### src/pmc_pkg.sv
// constants, register layout and carrier types for the power management control block
package pmc_pkg;

  // ----------------------------------------
  // register map
  // ----------------------------------------
  localparam logic [7:0] PMC_ADDR_BYTE_TEST = 8'h64;
  localparam logic [7:0] PMC_ADDR_CONTROL   = 8'h84;

  // ----------------------------------------
  // field positions
  // ----------------------------------------
  localparam int PMC_BIT_READY    = 0;
  localparam int PMC_BIT_OUT_EN   = 1;
  localparam int PMC_BIT_POL      = 2;
  localparam int PMC_BIT_PULSE    = 3;
  localparam int PMC_BIT_WAKE_LO  = 4;
  localparam int PMC_BIT_BUF_TYPE = 6;
  localparam int PMC_BIT_ENERGY_DETECT_EVENT_ENABLE    = 8;
  localparam int PMC_BIT_WAKE_FRAME_EVENT_ENABLE   = 9;
  localparam int PMC_BIT_PHY_RESET_REQUEST  = 10;
  localparam int PMC_BIT_STATE_LO = 12;

  // ----------------------------------------
  // encodings and reset values
  // ----------------------------------------
  localparam logic [1:0] PMC_STATE_NORMAL = 2'h0;
  localparam logic [1:0] PMC_STATE_WAKE   = 2'h1;
  localparam logic [1:0] PMC_STATE_ENERGY = 2'h2;
  localparam logic [1:0] PMC_WAKE_ENERGY  = 2'h1;
  localparam logic [1:0] PMC_WAKE_FRAME   = 2'h2;

  // ----------------------------------------
  // timing
  // ----------------------------------------
  localparam int PMC_CLK_PERIOD_PS = 8000;
  localparam int PMC_PHY_RESET_REQUEST_US    = 100;
  localparam int PMC_PULSE_MS      = 50;
  localparam int PMC_SETTLE_CYCLES = 64;
  // least time rounds up
  localparam int PMC_PHY_RESET_REQUEST_CYCLES =
    (PMC_PHY_RESET_REQUEST_US * 1000000 + PMC_CLK_PERIOD_PS - 1) / PMC_CLK_PERIOD_PS;
  localparam longint PMC_PULSE_CYCLES =
    (64'(PMC_PULSE_MS) * 64'd1000000000) / 64'(PMC_CLK_PERIOD_PS);

  // ----------------------------------------
  // carriers
  // ----------------------------------------
  typedef struct packed {
    logic       wake_frame_event_enable;
    logic       energy_detect_event_enable;
    logic       buf_push_pull;
    logic       pulse_mode;
    logic       polarity;
    logic       out_en;
  } pmc_cfg_t;

  typedef struct packed {
    logic       event_active;
    logic       drive;
    logic       oe;
  } pmc_pin_t;

endpackage

### src/pmc_top.sv
// power management control register, phy reset and wake event logic
//
// The plain strobed port was decided locally.
`timescale 1ns/10ps
module pmc_top #(
  parameter int     PHY_RESET_REQUEST_CYCLES = pmc_pkg::PMC_PHY_RESET_REQUEST_CYCLES,
  parameter longint PULSE_CYCLES   = pmc_pkg::PMC_PULSE_CYCLES,
  parameter int     SETTLE_CYCLES  = pmc_pkg::PMC_SETTLE_CYCLES
) (
  // clock and reset
  input  wire logic        ref_clk,
  input  wire logic        rstn,
  // register port
  input  wire logic [7:0]  reg_addr,
  input  wire logic [31:0] reg_wdata,
  input  wire logic        reg_wr,
  input  wire logic        reg_rd,
  output logic      [31:0] reg_rdata,
  // wake event sources
  input  wire logic        wake_frame_event,
  input  wire logic        energy_detect_event,
  // phy reset
  output logic             phy_reset_out,
  // power event outputs
  output logic             power_event_interrupt,
  output logic             power_event_out_o,
  output logic             power_event_out_oe,
  output logic             power_event_active,
  // status
  output logic      [1:0]  power_state_out,
  output logic             device_ready
);

  // ----------------------------------------
  // state machine
  // ----------------------------------------
  typedef enum logic [2:0] {
    PMC_SETTLE = 3'b001,
    PMC_RUN    = 3'b010,
    PMC_SLEEP  = 3'b100
  } pmc_fsm_t;

  pmc_fsm_t         fsm_reg;
  pmc_fsm_t         fsm_next;
  logic [1:0]       state_sel_reg;
  logic             wake_frame_event_enable_reg;
  logic             energy_detect_event_enable_reg;
  logic             buf_type_reg;
  logic             pulse_mode_reg;
  logic             polarity_reg;
  logic             out_en_reg;
  logic [1:0]       wake_status_reg;
  logic             phy_reset_request_reg;
  logic             read_seen_reg;
  logic [31:0]      rdata_reg;
  logic [15:0]      settle_cnt_reg;
  logic             int_reg;

  // ----------------------------------------
  // decode
  // ----------------------------------------
  wire        ready_w     = (fsm_reg == PMC_RUN);
  wire        sel_ctrl_w  = (reg_addr == pmc_pkg::PMC_ADDR_CONTROL);
  wire        sel_test_w  = (reg_addr == pmc_pkg::PMC_ADDR_BYTE_TEST);
  // control writes count only once ready and after a read has been seen
  wire        wr_ok_w     = reg_wr && ready_w && read_seen_reg;
  wire        wr_ctrl_w   = wr_ok_w && sel_ctrl_w;
  wire        wake_req_w  = (fsm_reg == PMC_SLEEP) && reg_wr && sel_test_w;
  wire        phy_busy_w;
  wire        phy_done_w;
  wire        phy_start_w = wr_ctrl_w && reg_wdata[pmc_pkg::PMC_BIT_PHY_RESET_REQUEST]
                            && !phy_reset_request_reg;
  wire [1:0]  new_state_w = reg_wdata[pmc_pkg::PMC_BIT_STATE_LO +: 2];
  wire        go_sleep_w  = wr_ctrl_w && ((new_state_w == pmc_pkg::PMC_STATE_WAKE) ||
                            (new_state_w == pmc_pkg::PMC_STATE_ENERGY));

  // ----------------------------------------
  // wake event qualification
  // ----------------------------------------
  wire        ev_frame_w  = wake_frame_event_enable_reg && wake_frame_event;
  wire        ev_energy_w = energy_detect_event_enable_reg && energy_detect_event;
  wire [1:0]  ev_vec_w    = {ev_frame_w, ev_energy_w};
  wire [1:0]  clr_w       = (wr_ctrl_w && ready_w)
                            ? reg_wdata[pmc_pkg::PMC_BIT_WAKE_LO +: 2] : 2'h0;
  // set wins over clear; an active source whose enable is set keeps its bit set
  wire [1:0]  status_next = (wake_status_reg & ~clr_w) | ev_vec_w;
  wire        new_ev_w    = |(ev_vec_w & ~wake_status_reg);
  wire        en_match_w  = (wake_status_reg[1] && wake_frame_event_enable_reg) ||
                            (wake_status_reg[0] && energy_detect_event_enable_reg);

  // ----------------------------------------
  // power state machine
  // ----------------------------------------
  always_comb begin
    fsm_next = fsm_reg;
    case (fsm_reg)
      PMC_SETTLE: begin
        if (settle_cnt_reg == 16'(SETTLE_CYCLES - 1)) begin
          fsm_next = PMC_RUN;
        end
      end
      PMC_RUN: begin
        if (go_sleep_w) begin
          fsm_next = PMC_SLEEP;
        end
      end
      PMC_SLEEP: begin
        if (wake_req_w) begin
          fsm_next = PMC_SETTLE;
        end
      end
      default: begin
        fsm_next = PMC_SETTLE;
      end
    endcase
  end

  always_ff @(posedge ref_clk or negedge rstn) begin
    if (!rstn) begin
      fsm_reg        <= PMC_SETTLE;
      settle_cnt_reg <= 16'h0000;
    end else begin
      fsm_reg        <= fsm_next;
      settle_cnt_reg <= (fsm_reg == PMC_SETTLE) ? settle_cnt_reg + 16'h0001 : 16'h0000;
    end
  end

  // ----------------------------------------
  // control register
  // ----------------------------------------
  always_ff @(posedge ref_clk or negedge rstn) begin
    if (!rstn) begin
      state_sel_reg  <= pmc_pkg::PMC_STATE_NORMAL;
      wake_frame_event_enable_reg     <= 1'b0;
      energy_detect_event_enable_reg      <= 1'b0;
      buf_type_reg   <= 1'b0;
      pulse_mode_reg <= 1'b0;
      polarity_reg   <= 1'b0;
      out_en_reg     <= 1'b0;
    end else begin
      if (go_sleep_w) begin
        state_sel_reg <= new_state_w;
      end else if (wake_req_w) begin
        state_sel_reg <= pmc_pkg::PMC_STATE_NORMAL;
      end
      if (wr_ctrl_w) begin
        wake_frame_event_enable_reg     <= reg_wdata[pmc_pkg::PMC_BIT_WAKE_FRAME_EVENT_ENABLE];
        energy_detect_event_enable_reg      <= reg_wdata[pmc_pkg::PMC_BIT_ENERGY_DETECT_EVENT_ENABLE];
        buf_type_reg   <= reg_wdata[pmc_pkg::PMC_BIT_BUF_TYPE];
        pulse_mode_reg <= reg_wdata[pmc_pkg::PMC_BIT_PULSE];
        polarity_reg   <= reg_wdata[pmc_pkg::PMC_BIT_POL];
        out_en_reg     <= reg_wdata[pmc_pkg::PMC_BIT_OUT_EN];
      end
    end
  end

  // ----------------------------------------
  // read tracking and read data
  // ----------------------------------------
  // a read of any address arms writes; a wake, or a settle cycle other than the last without a read, disarms them again
  always_ff @(posedge ref_clk or negedge rstn) begin
    if (!rstn) begin
      read_seen_reg <= 1'b0;
    end else if (fsm_reg != PMC_RUN) begin
      read_seen_reg <= reg_rd && (fsm_reg == PMC_SETTLE) ? 1'b1 :
                       (fsm_next == PMC_SETTLE) ? 1'b0 : read_seen_reg;
    end else if (reg_rd) begin
      read_seen_reg <= 1'b1;
    end
  end

  wire [31:0] ctrl_view_w = {18'h00000,
                             state_sel_reg, 1'b0, phy_reset_request_reg,
                             wake_frame_event_enable_reg, energy_detect_event_enable_reg, 1'b0, buf_type_reg,
                             wake_status_reg, pulse_mode_reg, polarity_reg,
                             out_en_reg, ready_w};

  // control register answers in every state; others read as zero
  always_ff @(posedge ref_clk or negedge rstn) begin
    if (!rstn) begin
      rdata_reg <= 32'h00000000;
    end else if (reg_rd) begin
      rdata_reg <= sel_ctrl_w ? ctrl_view_w : 32'h00000000;
    end
  end

  // ----------------------------------------
  // wake status and interrupt
  // ----------------------------------------
  always_ff @(posedge ref_clk or negedge rstn) begin
    if (!rstn) begin
      wake_status_reg <= 2'h0;
      int_reg         <= 1'b0;
    end else begin
      wake_status_reg <= status_next;
      int_reg         <= |(status_next & {wake_frame_event_enable_reg, energy_detect_event_enable_reg});
    end
  end

  // ----------------------------------------
  // phy reset
  // ----------------------------------------
  pmc_timer #(.WIDTH(16)) u_phy_timer (
    .ref_clk  (ref_clk),
    .rstn     (rstn),
    .start    (phy_start_w),
    .load_val (16'(PHY_RESET_REQUEST_CYCLES - 1)),
    .busy     (phy_busy_w),
    .done     (phy_done_w)
  );

  // bit drops only once the reset has been held its full length
  always_ff @(posedge ref_clk or negedge rstn) begin
    if (!rstn) begin
      phy_reset_request_reg <= 1'b0;
    end else if (phy_start_w) begin
      phy_reset_request_reg <= 1'b1;
    end else if (phy_done_w) begin
      phy_reset_request_reg <= 1'b0;
    end
  end

  // ----------------------------------------
  // power event pin
  // ----------------------------------------
  pmc_pkg::pmc_cfg_t cfg_w;
  pmc_pkg::pmc_pin_t pin_w;

  assign cfg_w = '{wake_frame_event_enable:        wake_frame_event_enable_reg,
                   energy_detect_event_enable:         energy_detect_event_enable_reg,
                   buf_push_pull: buf_type_reg,
                   pulse_mode:    pulse_mode_reg,
                   polarity:      polarity_reg,
                   out_en:        out_en_reg};

  pmc_event_pin #(.PULSE_WIDTH(29)) u_pin (
    .ref_clk       (ref_clk),
    .rstn          (rstn),
    .cfg           (cfg_w),
    .wake_pulse    (new_ev_w),
    .status_active (en_match_w),
    .pulse_cycles  (29'(PULSE_CYCLES - 1)),
    .pin           (pin_w)
  );

  // ----------------------------------------
  // outputs
  // ----------------------------------------
  assign reg_rdata             = rdata_reg;
  assign phy_reset_out         = phy_reset_request_reg || phy_busy_w;
  assign power_event_interrupt = int_reg;
  assign power_event_out_o     = pin_w.drive;
  assign power_event_out_oe    = pin_w.oe;
  assign power_event_active    = pin_w.event_active;
  assign power_state_out       = state_sel_reg;
  assign device_ready          = ready_w;

endmodule

### src/pmc_timer.sv
// one-shot down counter: load, count, done pulse
`timescale 1ns/10ps
module pmc_timer #(
  parameter int WIDTH = 24
) (
  // clock and reset
  input  wire logic             ref_clk,
  input  wire logic             rstn,
  // control
  input  wire logic             start,
  input  wire logic [WIDTH-1:0] load_val,
  // status
  output logic                  busy,
  output logic                  done
);

  logic [WIDTH-1:0] count_reg;
  logic             busy_reg;
  logic             done_reg;
  wire              last_w = busy_reg && (count_reg == '0);

  always_ff @(posedge ref_clk or negedge rstn) begin
    if (!rstn) begin
      count_reg <= '0;
      busy_reg  <= 1'b0;
      done_reg  <= 1'b0;
    end else begin
      done_reg <= last_w;
      if (start) begin
        count_reg <= load_val;
        busy_reg  <= 1'b1;
      end else if (last_w) begin
        busy_reg <= 1'b0;
      end else if (busy_reg) begin
        count_reg <= count_reg - 1'b1;
      end
    end
  end

  assign busy = busy_reg;
  assign done = done_reg;

endmodule

### src/pmc_event_pin.sv
// power event pin driver: pulse or level, polarity, open-drain or push-pull
`timescale 1ns/10ps
module pmc_event_pin #(
  parameter int PULSE_WIDTH = 29
) (
  // clock and reset
  input  wire logic                   ref_clk,
  input  wire logic                   rstn,
  // control
  input  wire pmc_pkg::pmc_cfg_t      cfg,
  input  wire logic                   wake_pulse,
  input  wire logic                   status_active,
  input  wire logic [PULSE_WIDTH-1:0] pulse_cycles,
  // pin
  output pmc_pkg::pmc_pin_t           pin
);

  logic pulse_busy;
  logic active_w;
  logic drive_reg;
  logic oe_reg;
  logic act_reg;

  pmc_timer #(.WIDTH(PULSE_WIDTH)) u_pulse (
    .ref_clk  (ref_clk),
    .rstn     (rstn),
    .start    (wake_pulse && cfg.pulse_mode),
    .load_val (pulse_cycles),
    .busy     (pulse_busy),
    .done     ()
  );

  // pulse mode still ends early if status or enable is dropped
  assign active_w = cfg.out_en && status_active &&
                    (cfg.pulse_mode ? pulse_busy : 1'b1);

  always_ff @(posedge ref_clk or negedge rstn) begin
    if (!rstn) begin
      drive_reg <= 1'b1;
      oe_reg    <= 1'b0;
      act_reg   <= 1'b0;
    end else begin
      act_reg <= active_w;
      if (cfg.buf_push_pull) begin
        drive_reg <= cfg.polarity ? active_w : !active_w;
        oe_reg    <= 1'b1;
      end else begin
        drive_reg <= 1'b0;
        oe_reg    <= active_w;
      end
    end
  end

  assign pin.event_active = act_reg;
  assign pin.drive        = drive_reg;
  assign pin.oe           = oe_reg;

endmodule

### config.mk
export PLATFORM = sky130hd
export DESIGN_NAME = pmc_top
export DESIGN_NICKNAME = d
export VERILOG_FILES = /design/src/pmc_pkg.sv /design/src/pmc_top.sv /design/src/pmc_timer.sv /design/src/pmc_event_pin.sv
export SDC_FILE = /design/constraint.sdc
export NUM_CORES = 1
export LEC_CHECK = 0
export BUFFER_PORTS_ARGS = -buffer_cell sky130_fd_sc_hd__buf_2
export CORE_ASPECT_RATIO = 1.25
export CORE_MARGIN = 4
export CORE_UTILIZATION = 59
export CTS_BUF_LIST = sky130_fd_sc_hd__clkbuf_4 sky130_fd_sc_hd__clkbuf_8
export CTS_CLUSTER_DIAMETER = 100
export CTS_CLUSTER_SIZE = 8
export DETAILED_ROUTE_END_ITERATION = 6
export PLACE_DENSITY = 0.81
export REMOVE_ABC_BUFFERS = 1
export SETUP_SLACK_MARGIN = 0.15
export SLEW_MARGIN = 20
export SYNTH_ARGS = -nofsm -noshare
export SYNTH_HDL_FRONTEND = slang
export SYNTH_HIERARCHICAL = 1
export SYNTH_SLANG_ARGS = --single-unit
### constraint.sdc
create_clock -name ref_clk -period 2.96 [get_ports ref_clk]
set_input_delay 0.592 -clock ref_clk [delete_from_list [all_inputs] [get_ports ref_clk]]
set_output_delay 0.592 -clock ref_clk [all_outputs]
set_load 0.01 [all_outputs]
Word level (Yosys, flattened, before mapping)
Index checks and enable logic that the tools add are counted.
{ "op_classes": {"addsub": 3, "eq_ne": 13, "muxes": 29, "bitwise_logic": 6, "reduce_logical": 38} }
{ "ops": {"columns": ["cell", "count"], "rows": [
  ["29-bit 2-to-1 mux", 3],
  ["16-bit 2-to-1 mux", 4],
  ["29-bit zero test", 1],
  ["29-bit by 1-bit subtractor with 29-bit output, second input constant", 1],
  ["1-bit logical AND", 19],
  ["16-bit by 1-bit adder with 16-bit output, second input constant", 1],
  ["16-bit by 6-bit equality test with 1-bit output, second input constant", 1],
  ["16-bit zero test", 1],
  ["16-bit by 1-bit subtractor with 16-bit output, second input constant", 1],
  ["1-bit 2-to-1 mux", 14],
  ["14-bit 2-to-1 mux", 1],
  ["2-bit nonzero test", 7],
  ["3-bit 2-to-1 mux", 3],
  ["3-bit one-hot mux with 3 select lines", 1],
  ["8-bit by 7-bit equality test with 1-bit output, second input constant", 1],
  ["8-bit equality test, second input constant", 1],
  ["2-bit AND", 3],
  ["3-bit by 1-bit equality test with 1-bit output, second input constant", 2],
  ["2-bit 2-to-1 mux", 3],
  ["2-bit AND reduction", 3],
  ["2-bit != test, second input constant", 2],
  ["2-bit inverter", 2],
  ["2-bit OR reduction", 2],
  ["3-bit by 2-bit equality test with 1-bit output, second input constant", 1],
  ["other kinds (8)", 11]
]} }
{ "word_totals": {"register_bits": 115, "input_bits": 46, "output_inout_bits": 40, "elab_cells": 111} }

Depth between registers and ports, before layout
Gate-level depths: netlist (run 1).
{ "depth": {"word_depth": 11, "ltp_mapped": 9, "mapped_depth_nobuf": 8} }

Hierarchy
Netlist (run 1), hierarchy kept.
{ "modules_own_cells": {"columns": ["mod", "instances", "cells_each", "area_each_um2", "seq_area_each_um2"], "rows": [
  ["pmc_top", 1, 244, 2212.1, 1102.3],
  ["pmc_timer at u_pin.u_pulse", 1, 215, 1949.4, 775.7],
  ["pmc_timer at u_phy_timer", 1, 141, 1280.0, 450.4],
  ["pmc_event_pin", 1, 14, 155.1, 76.3]
]} }

Worst setup path before layout (run 1)
Ideal clock, no wire load.
{ "synth_timing": {"path_type": "input to register", "startpoint": "input reg_addr[1]", "endpoint": "register u_phy_timer.count_reg[7]", "t_arrival_ns": 2.460, "path_slack_ns": 0.420, "path_stages": 7, "path_buffers": 2, "cell_sequence": "nor4b_1 nand4_1 nor3b_1 clkbuf_1 clkbuf_1 nand2_1 o211ai_2"} }
{ "synth_between": {"elab_chain_len": 6, "word_cells_on_any_way": 8, "classes_between": "eq/ne (2); mux (1); reduce/logical (5)"} }
{ "synth_lines": {"columns": ["item", "line", "rtl"], "rows": [
  ["from (decl)", "pmc_top.sv:14", "input wire logic [7:0] reg_addr,"],
  ["8-bit equality test *", "pmc_top.sv:63", "wire sel_ctrl_w = (reg_addr == pmc_pkg::PMC_ADDR_CONTROL);"],
  ["1-bit logical AND *", "pmc_top.sv:67", "wire wr_ctrl_w = wr_ok_w && sel_ctrl_w;"],
  ["1-bit logical AND *", "pmc_top.sv:71", "wire phy_start_w = wr_ctrl_w && reg_wdata[pmc_pkg::PMC_BIT_PHY_RESET_REQUEST]"],
  ["1-bit logical AND *", "pmc_top.sv:72", "&& !phy_reset_request_reg;"],
  ["via phy_start_w", "pmc_top.sv:71", null],
  ["2-bit != test (no line) / 2-bit nonzero test (equally long branches)", null, null],
  ["2-bit AND reduction (no line)", null, null],
  ["to (signal assigned)", "pmc_timer.sv:30", "count_reg <= load_val;"],
  ["to (signal assigned)", "pmc_timer.sv:35", "count_reg <= count_reg - 1'b1;"],
  ["to (decl)", "pmc_timer.sv:17", "logic [WIDTH-1:0] count_reg;"]
]} }
Mark *: on every way through the listed nets, which the timed path passes. The rest lies on a longest branch.
A chain may end at the register's enable or synchronous reset.

Worst setup path after layout (run 1)
{ "layout_timing": {"startpoint": "register u_pin.u_pulse.count_reg[0]", "endpoint": "register u_pin.u_pulse.count_reg[14]"} }
{ "layout_between": {"elab_chain_len": 4, "word_cells_on_any_way": 8, "classes_between": "add/sub (1); eq/ne (1); mux (3); reduce/logical (3)"} }
{ "layout_lines": {"columns": ["item", "line"], "rows": [
  ["from (decl)", "pmc_timer.sv:17"],
  ["from (signal assigned)", "pmc_timer.sv:30"],
  ["from (signal assigned)", "pmc_timer.sv:35"],
  ["29-bit by 1-bit subtractor with 29-bit output / 29-bit zero test (equally long branches)", "pmc_timer.sv:35, pmc_timer.sv:20"],
  ["29-bit 2-to-1 mux / 1-bit logical AND (equally long branches)", "pmc_timer.sv:34, pmc_timer.sv:20"],
  ["29-bit 2-to-1 mux / 2-bit != test (equally long branches)", null],
  ["29-bit 2-to-1 mux / 2-bit AND reduction (equally long branches)", null]
]} }
Parallel ways exist; a longest one is shown, timed or not. The select of a mux whose other input is x is not followed.

==> flow_summary.json, run 1 <==
{
  "finalWirelength_mm": 11.8,
  "fin_crit_sh_pct": 82.2,
  "cts_sinks": 95,
  "grt-ovfl-total": 0,
  "fmax_mhz": 411,
  "vias": 4559,
  "finalNonFillerCells": 818,
  "synthCells": 612,
  "port-buffer-count": 44,
  "cts_resized": 0,
  "postCtsHoldBufs": 0,
  "diodes": 0,
  "gp_congestion": 0.866,
  "syn_area_um2": 5570,
  "largest_reg_flops": 29,
  "grt_pass1_wl_mm": 19.7,
  "vdd_ir_drop_max_mv": 0.207,
  "initial_core_util_pct": 60.7,
  "antenna_left": 0,
  "drv_cap": 0,
  "cts_tree": "done",
  "tightestPinTransition_ns": 0.797,
  "fin_util_pct": 67.1,
  "cts_root_buf": "clkbuf_8",
  "core_um2": 9170,
  "hpwl_mm": 8.23,
  "grt_max_degree": 59,
  "critPathKind": "flip-flop to flip-flop",
  "p_per_area_nw_per_um2": 461,
  "crit_arrival_ns": 2.72,
  "wl_met1_mm": 4.82,
  "rsz0062_at_grt": "no",
  "top_layer": "met4",
  "dieArea_um2": 11100,
  "drt-initial-drc-count": 238,
  "synthToLayoutAreaGrowth_pct": 10.5,
  "clockBufferDepth": 2,
  "post_drt_via_cell_ratio": 5.57,
  "drc_errors": 0,
  "drive_gt1_share_pct": 15.4,
  "postCtsSetupRepairBufs": 0,
  "cp_data_required_time_ns": 3.25,
  "setup_viol": 0,
  "placedCellCount": 802,
  "avgSynthCellArea_um2": 9.10,
  "rr_worst_depth": 7,
  "wl_per_cell_um": 14.4,
  "min_path_type": "primary input to async pin",
  "clock_latency_ns": 0.37,
  "htree_levels": 3,
  "die_h_um": 117,
  "die_x_um": 94.9,
  "dr.pass1.iters": 4,
  "hold_viol": 0,
  "slew_violations": 0,
  "finalCriticalPeriod_ns": 2.43,
  "power.static_leakage_nw": 2.55,
  "wl_met2_mm": 6.39,
  "antenna_found_initial": 0,
  "relSlewSlack_pct": 46.1,
  "setup_tns_ns": 0,
  "hold-worst-slack_ns": 0.185,
  "fp-row-count": 39,
  "cp_max_fo": 10,
  "endpoint_kind": "flip-flop",
  "wl_met3_um": 312,
  "io_pins": 86,
  "synth_warnings": 6,
  "critPathLaunchType": "flip-flop",
  "fin_skew_ns": 0.0122,
  "cts.reportedPaths.clkPinSlew_ns": 0.09,
  "nets": 740,
  "outcome": "complete, no violations",
  "grt_pass1_vias": 4517,
  "cts_buffers": 9,
  "track_usage_pct": 22.1
}
[path summary, 6_finish.rpt]
check,startpoint,endpoint,slack [ns]
max,u_pin/u_pulse/count_reg[0],u_pin/u_pulse/count_reg[14],0.53
min,rstn,u_pin/u_pulse/count_reg[22],0.18
max reg2reg,u_pin/u_pulse/count_reg[0],u_pin/u_pulse/count_reg[14],0.53
min reg2reg,settle_cnt_reg[0],settle_cnt_reg[0],0.48
max in group asynchronous,rstn,fsm_reg[0],2.07
min in group ref_clk,reg_wdata[8],energy_detect_event_enable_reg,0.41
[worst max-delay path: stages, from the launching register on]
cell and delay [ns]:
dfrtp_1 0.45, inv_1 0.13, ha_1 0.17, nor4b_1 0.43, and3_1 0.49, a31oi_1 0.28, a21o_1 0.25, a31oi_1 0.16
[cells in the final DEF (no fill, tap or decap), types with 19 or more instances in the layout]
master   count
nand3_1     19
dfrtp_1     93
nand2_1     84
nand4_1     19
o21ai_0     36
nor2_1      47
inv_1       30
conb_1      65
buf_2       43
xnor2_1     24
[metal layers]
| layer | vias up | global-route usage (%) |
|---|---|---|
| met3 | 21 | 2.64 |
| met5 | - | 0 |
| met2 | 81 | 40.3 |
| met1 | 2202 | 25.7 |
| met4 | 0 | 10.3 |
| li1 | 2255 | - |
[stage by stage]
step                      setup WS (ns)  power (mW)  area [um2]
after floorplan                   -1.19        1.90        5510
after global placement            0.388        2.02        5980
after detailed placement          0.270        2.06        5980
after CTS                         0.556        2.85        6150
after global routing              0.243        2.98        6150
final                             0.527        2.84        6150
[where the power goes]
group	switching [mW]	total, mW	internal (mW)
Clock	0.454	0.791	0.337
Sequential	0.171	1.59	1.42
Combinational	0.269	0.454	0.185
Total	0.893	2.84	1.94
[layout make-up]
type	count	area (um2)
Clock buffer	12	146
Clock inverter	4	30.0
Fill cell	746	3020
Inverter	30	113
Multi-Input combinational cell	502	3020
Sequential cell	95	2380
Tap cell	123	154
Timing Repair Buffer	52	308
No activity file was read; power rests on OpenSTA's default activity.
==> run 2, diff against run 1 <==
ABC_AREA = 1   (was not set)
CORE_UTILIZATION = 60   (was 59)
PLACE_DENSITY = 0.82   (was 0.81)
clock period = 2.3 ns   (was 2.96 ns; I/O delays follow)
==> flow_summary.json, run 2 <==
{
  "rsz0062_at_grt": "no",
  "endpoint_kind": "flip-flop",
  "p_per_area_nw_per_um2": 431,
  "rr_worst_depth": 10,
  "drv_cap": 0,
  "cp_data_required_time_ns": 2.59,
  "syn_area_um2": 6140,
  "clock_power_share_pct": 39.2,
  "crit_arrival_ns": 2.17,
  "fp-row-count": 41,
  "die_h_um": 121,
  "final_cell_mix": "307 x nand2_1, 110 x nor2_1, 107 x nand3_1, 93 x dfrtp_1, 75 x inv_1",
  "grt_max_degree": 37,
  "port-buffer-count": 44,
  "dieArea_um2": 11900,
  "core_um2": 10100,
  "setup_viol": 0,
  "cts_tree": "done",
  "p_sw_share_pct": 24.4,
  "grt-ovfl-total": 0,
  "io_pins": 86,
  "vias": 5648,
  "postCtsHoldBufs": 0,
  "synthToLayoutAreaGrowth_pct": 10.4,
  "rrSetupSlack_ns": 0.41,
  "drt-initial-drc-count": 267,
  "switchingPower_mw": 0.713,
  "min_path_type": "primary input to async pin",
  "post_drt_via_cell_ratio": 5.05,
  "hold_viol": 0,
  "setup_slack_ns": 0.414,
  "cp_max_fo": 9,
  "power.static_leakage_nw": 3.71,
  "cts_sinks": 95,
  "antenna_left": 0,
  "die_x_um": 98.5,
  "placed_cell_area_um2": 6540,
  "outcome": "complete, no violations",
  "tightestPinTransition_ns": 0.505,
  "htree_levels": 3,
  "pwr-share-seq_pct": 57.1,
  "initial_core_util_pct": 61.1,
  "largest_reg_flops": 29,
  "finalWirelength_mm": 13.8,
  "internal-power_mw": 2.21,
  "diodes": 0,
  "slew_violations": 0,
  "critPathKind": "flip-flop to flip-flop",
  "antenna_found_initial": 0,
  "grt_pass1_vias": 5519,
  "vdd_ir_drop_max_mv": 0.344,
  "fmax_mhz": 530,
  "drive_gt1_share_pct": 14.2,
  "gp_congestion": 0.916,
  "grt_pass1_wl_mm": 24.5,
  "finalCriticalPeriod_ns": 1.89,
  "final_common_cell": "nand2_1",
  "track_usage_pct": 24.8,
  "dr.pass1.iters": 5,
  "cts.reportedPaths.clkPinSlew_ns": 0.10,
  "fin_crit_sh_pct": 82.0,
  "avgSynthCellArea_um2": 6.84,
  "clock_latency_ns": 0.37,
  "combPwrFrac_pct": 3.6,
  "clockBufferDepth": 2,
  "hpwl_mm": 10.4,
  "cts_buffers": 9,
  "cts_root_buf": "clkbuf_8",
  "wl_per_cell_um": 12.3,
  "critPathLaunchType": "flip-flop",
  "timing.rr.start": "fsm_reg[1]",
  "synth_warnings": 6,
  "r2r_end": "u_phy_timer/count_reg[9]",
  "fin_skew_ns": 0.0116,
  "relSlewSlack_pct": 66.1,
  "fin_area_um2": 6780,
  "nets": 1034,
  "synthCells": 898,
  "drc_errors": 0,
  "place_ws_ns": 0.172
}
run 2: what timing repair did:
action                                  in CTS  in global routing
resized for setup                            0                  3
endpoints found under the setup margin       0                 11
buffers inserted                             0                  2
run 2: how the worst max path moves through the flow:
| stage | endpoint | startpoint |
|---|---|---|
| after floorplan | u_phy_timer/count_reg[5] | reg_addr[2] |
| final | u_phy_timer/count_reg[9] | fsm_reg[1] |
| after global placement | u_phy_timer/count_reg[9] | reg_addr[1] |
| after CTS | u_pin/u_pulse/count_reg[7] | u_pin/u_pulse/count_reg[3] |
| after global routing | u_pin/u_pulse/count_reg[16] | u_pin/u_pulse/count_reg[0] |
| after detailed placement | u_phy_timer/count_reg[4] | reg_addr[0] |
run 2: worst max-delay path, cell delays in order (launching register included):
cell        delay (ns)
dfrtp_1           0.43
inv_2             0.08
nor3_4            0.22
nand2_1           0.17
nor4_4            0.20
inv_2             0.16
nand3_4           0.14
clkinvlp_4        0.19
nand2_1           0.09
nand2_1           0.05
nor2_1            0.09
run 2: layer usage:
layer | GRT usage (%) | wire [um] | up-vias | part of all wire [%]
li1 | - | - | 2912 | -
met1 | 30.3 | 5600 | 2565 | 41
met2 | 43.4 | 7150 | 131 | 52
met3 | 3.34 | 529 | 40 | 3.8
met4 | 11.4 | 488 | 0 | 3.5
met5 | 0 | 0 | - | 0
run 2: area by class of cell:
| cell class | count | area, um2 |
|---|---|---|
| Fill cell | 922 | 3270 |
| Tap cell | 129 | 161 |
| Timing Repair Buffer | 57 | 333 |
| Clock inverter | 7 | 81.3 |
| Clock buffer | 9 | 124 |
| Multi-Input combinational cell | 730 | 3360 |
| Sequential cell | 95 | 2380 |
| Inverter | 91 | 345 |
run 2: power groups by stage:
stage / registers (mW) / logic [mW] / clock network, mW
after CTS: 1.67 / 0.107 / 1.18
after global routing: 1.67 / 0.126 / 1.25
final: 1.67 / 0.107 / 1.15
after floorplan: 1.70 / 0.0344 / 0
after global placement: 1.70 / 0.106 / 0
after detailed placement: 1.70 / 0.107 / 0
run 2: per-stage QoR:
stage | cells | total power [mW] | setup TNS [ns] | hold WS, ns | utilization (%)
after global placement | 1100 | 1.81 | 0 | 0.410 | 65.1
final | 1118 | 2.92 | 0 | 0.0221 | 67.4
after detailed placement | 1100 | 1.81 | 0 | 0.415 | 65.1
after global routing | 1118 | 3.05 | 0 | 0.0434 | 67.4
after floorplan | 916 | 1.74 | -18.18 | 0.164 | -
after CTS | 1116 | 2.96 | 0 | 0.0260 | 67.1
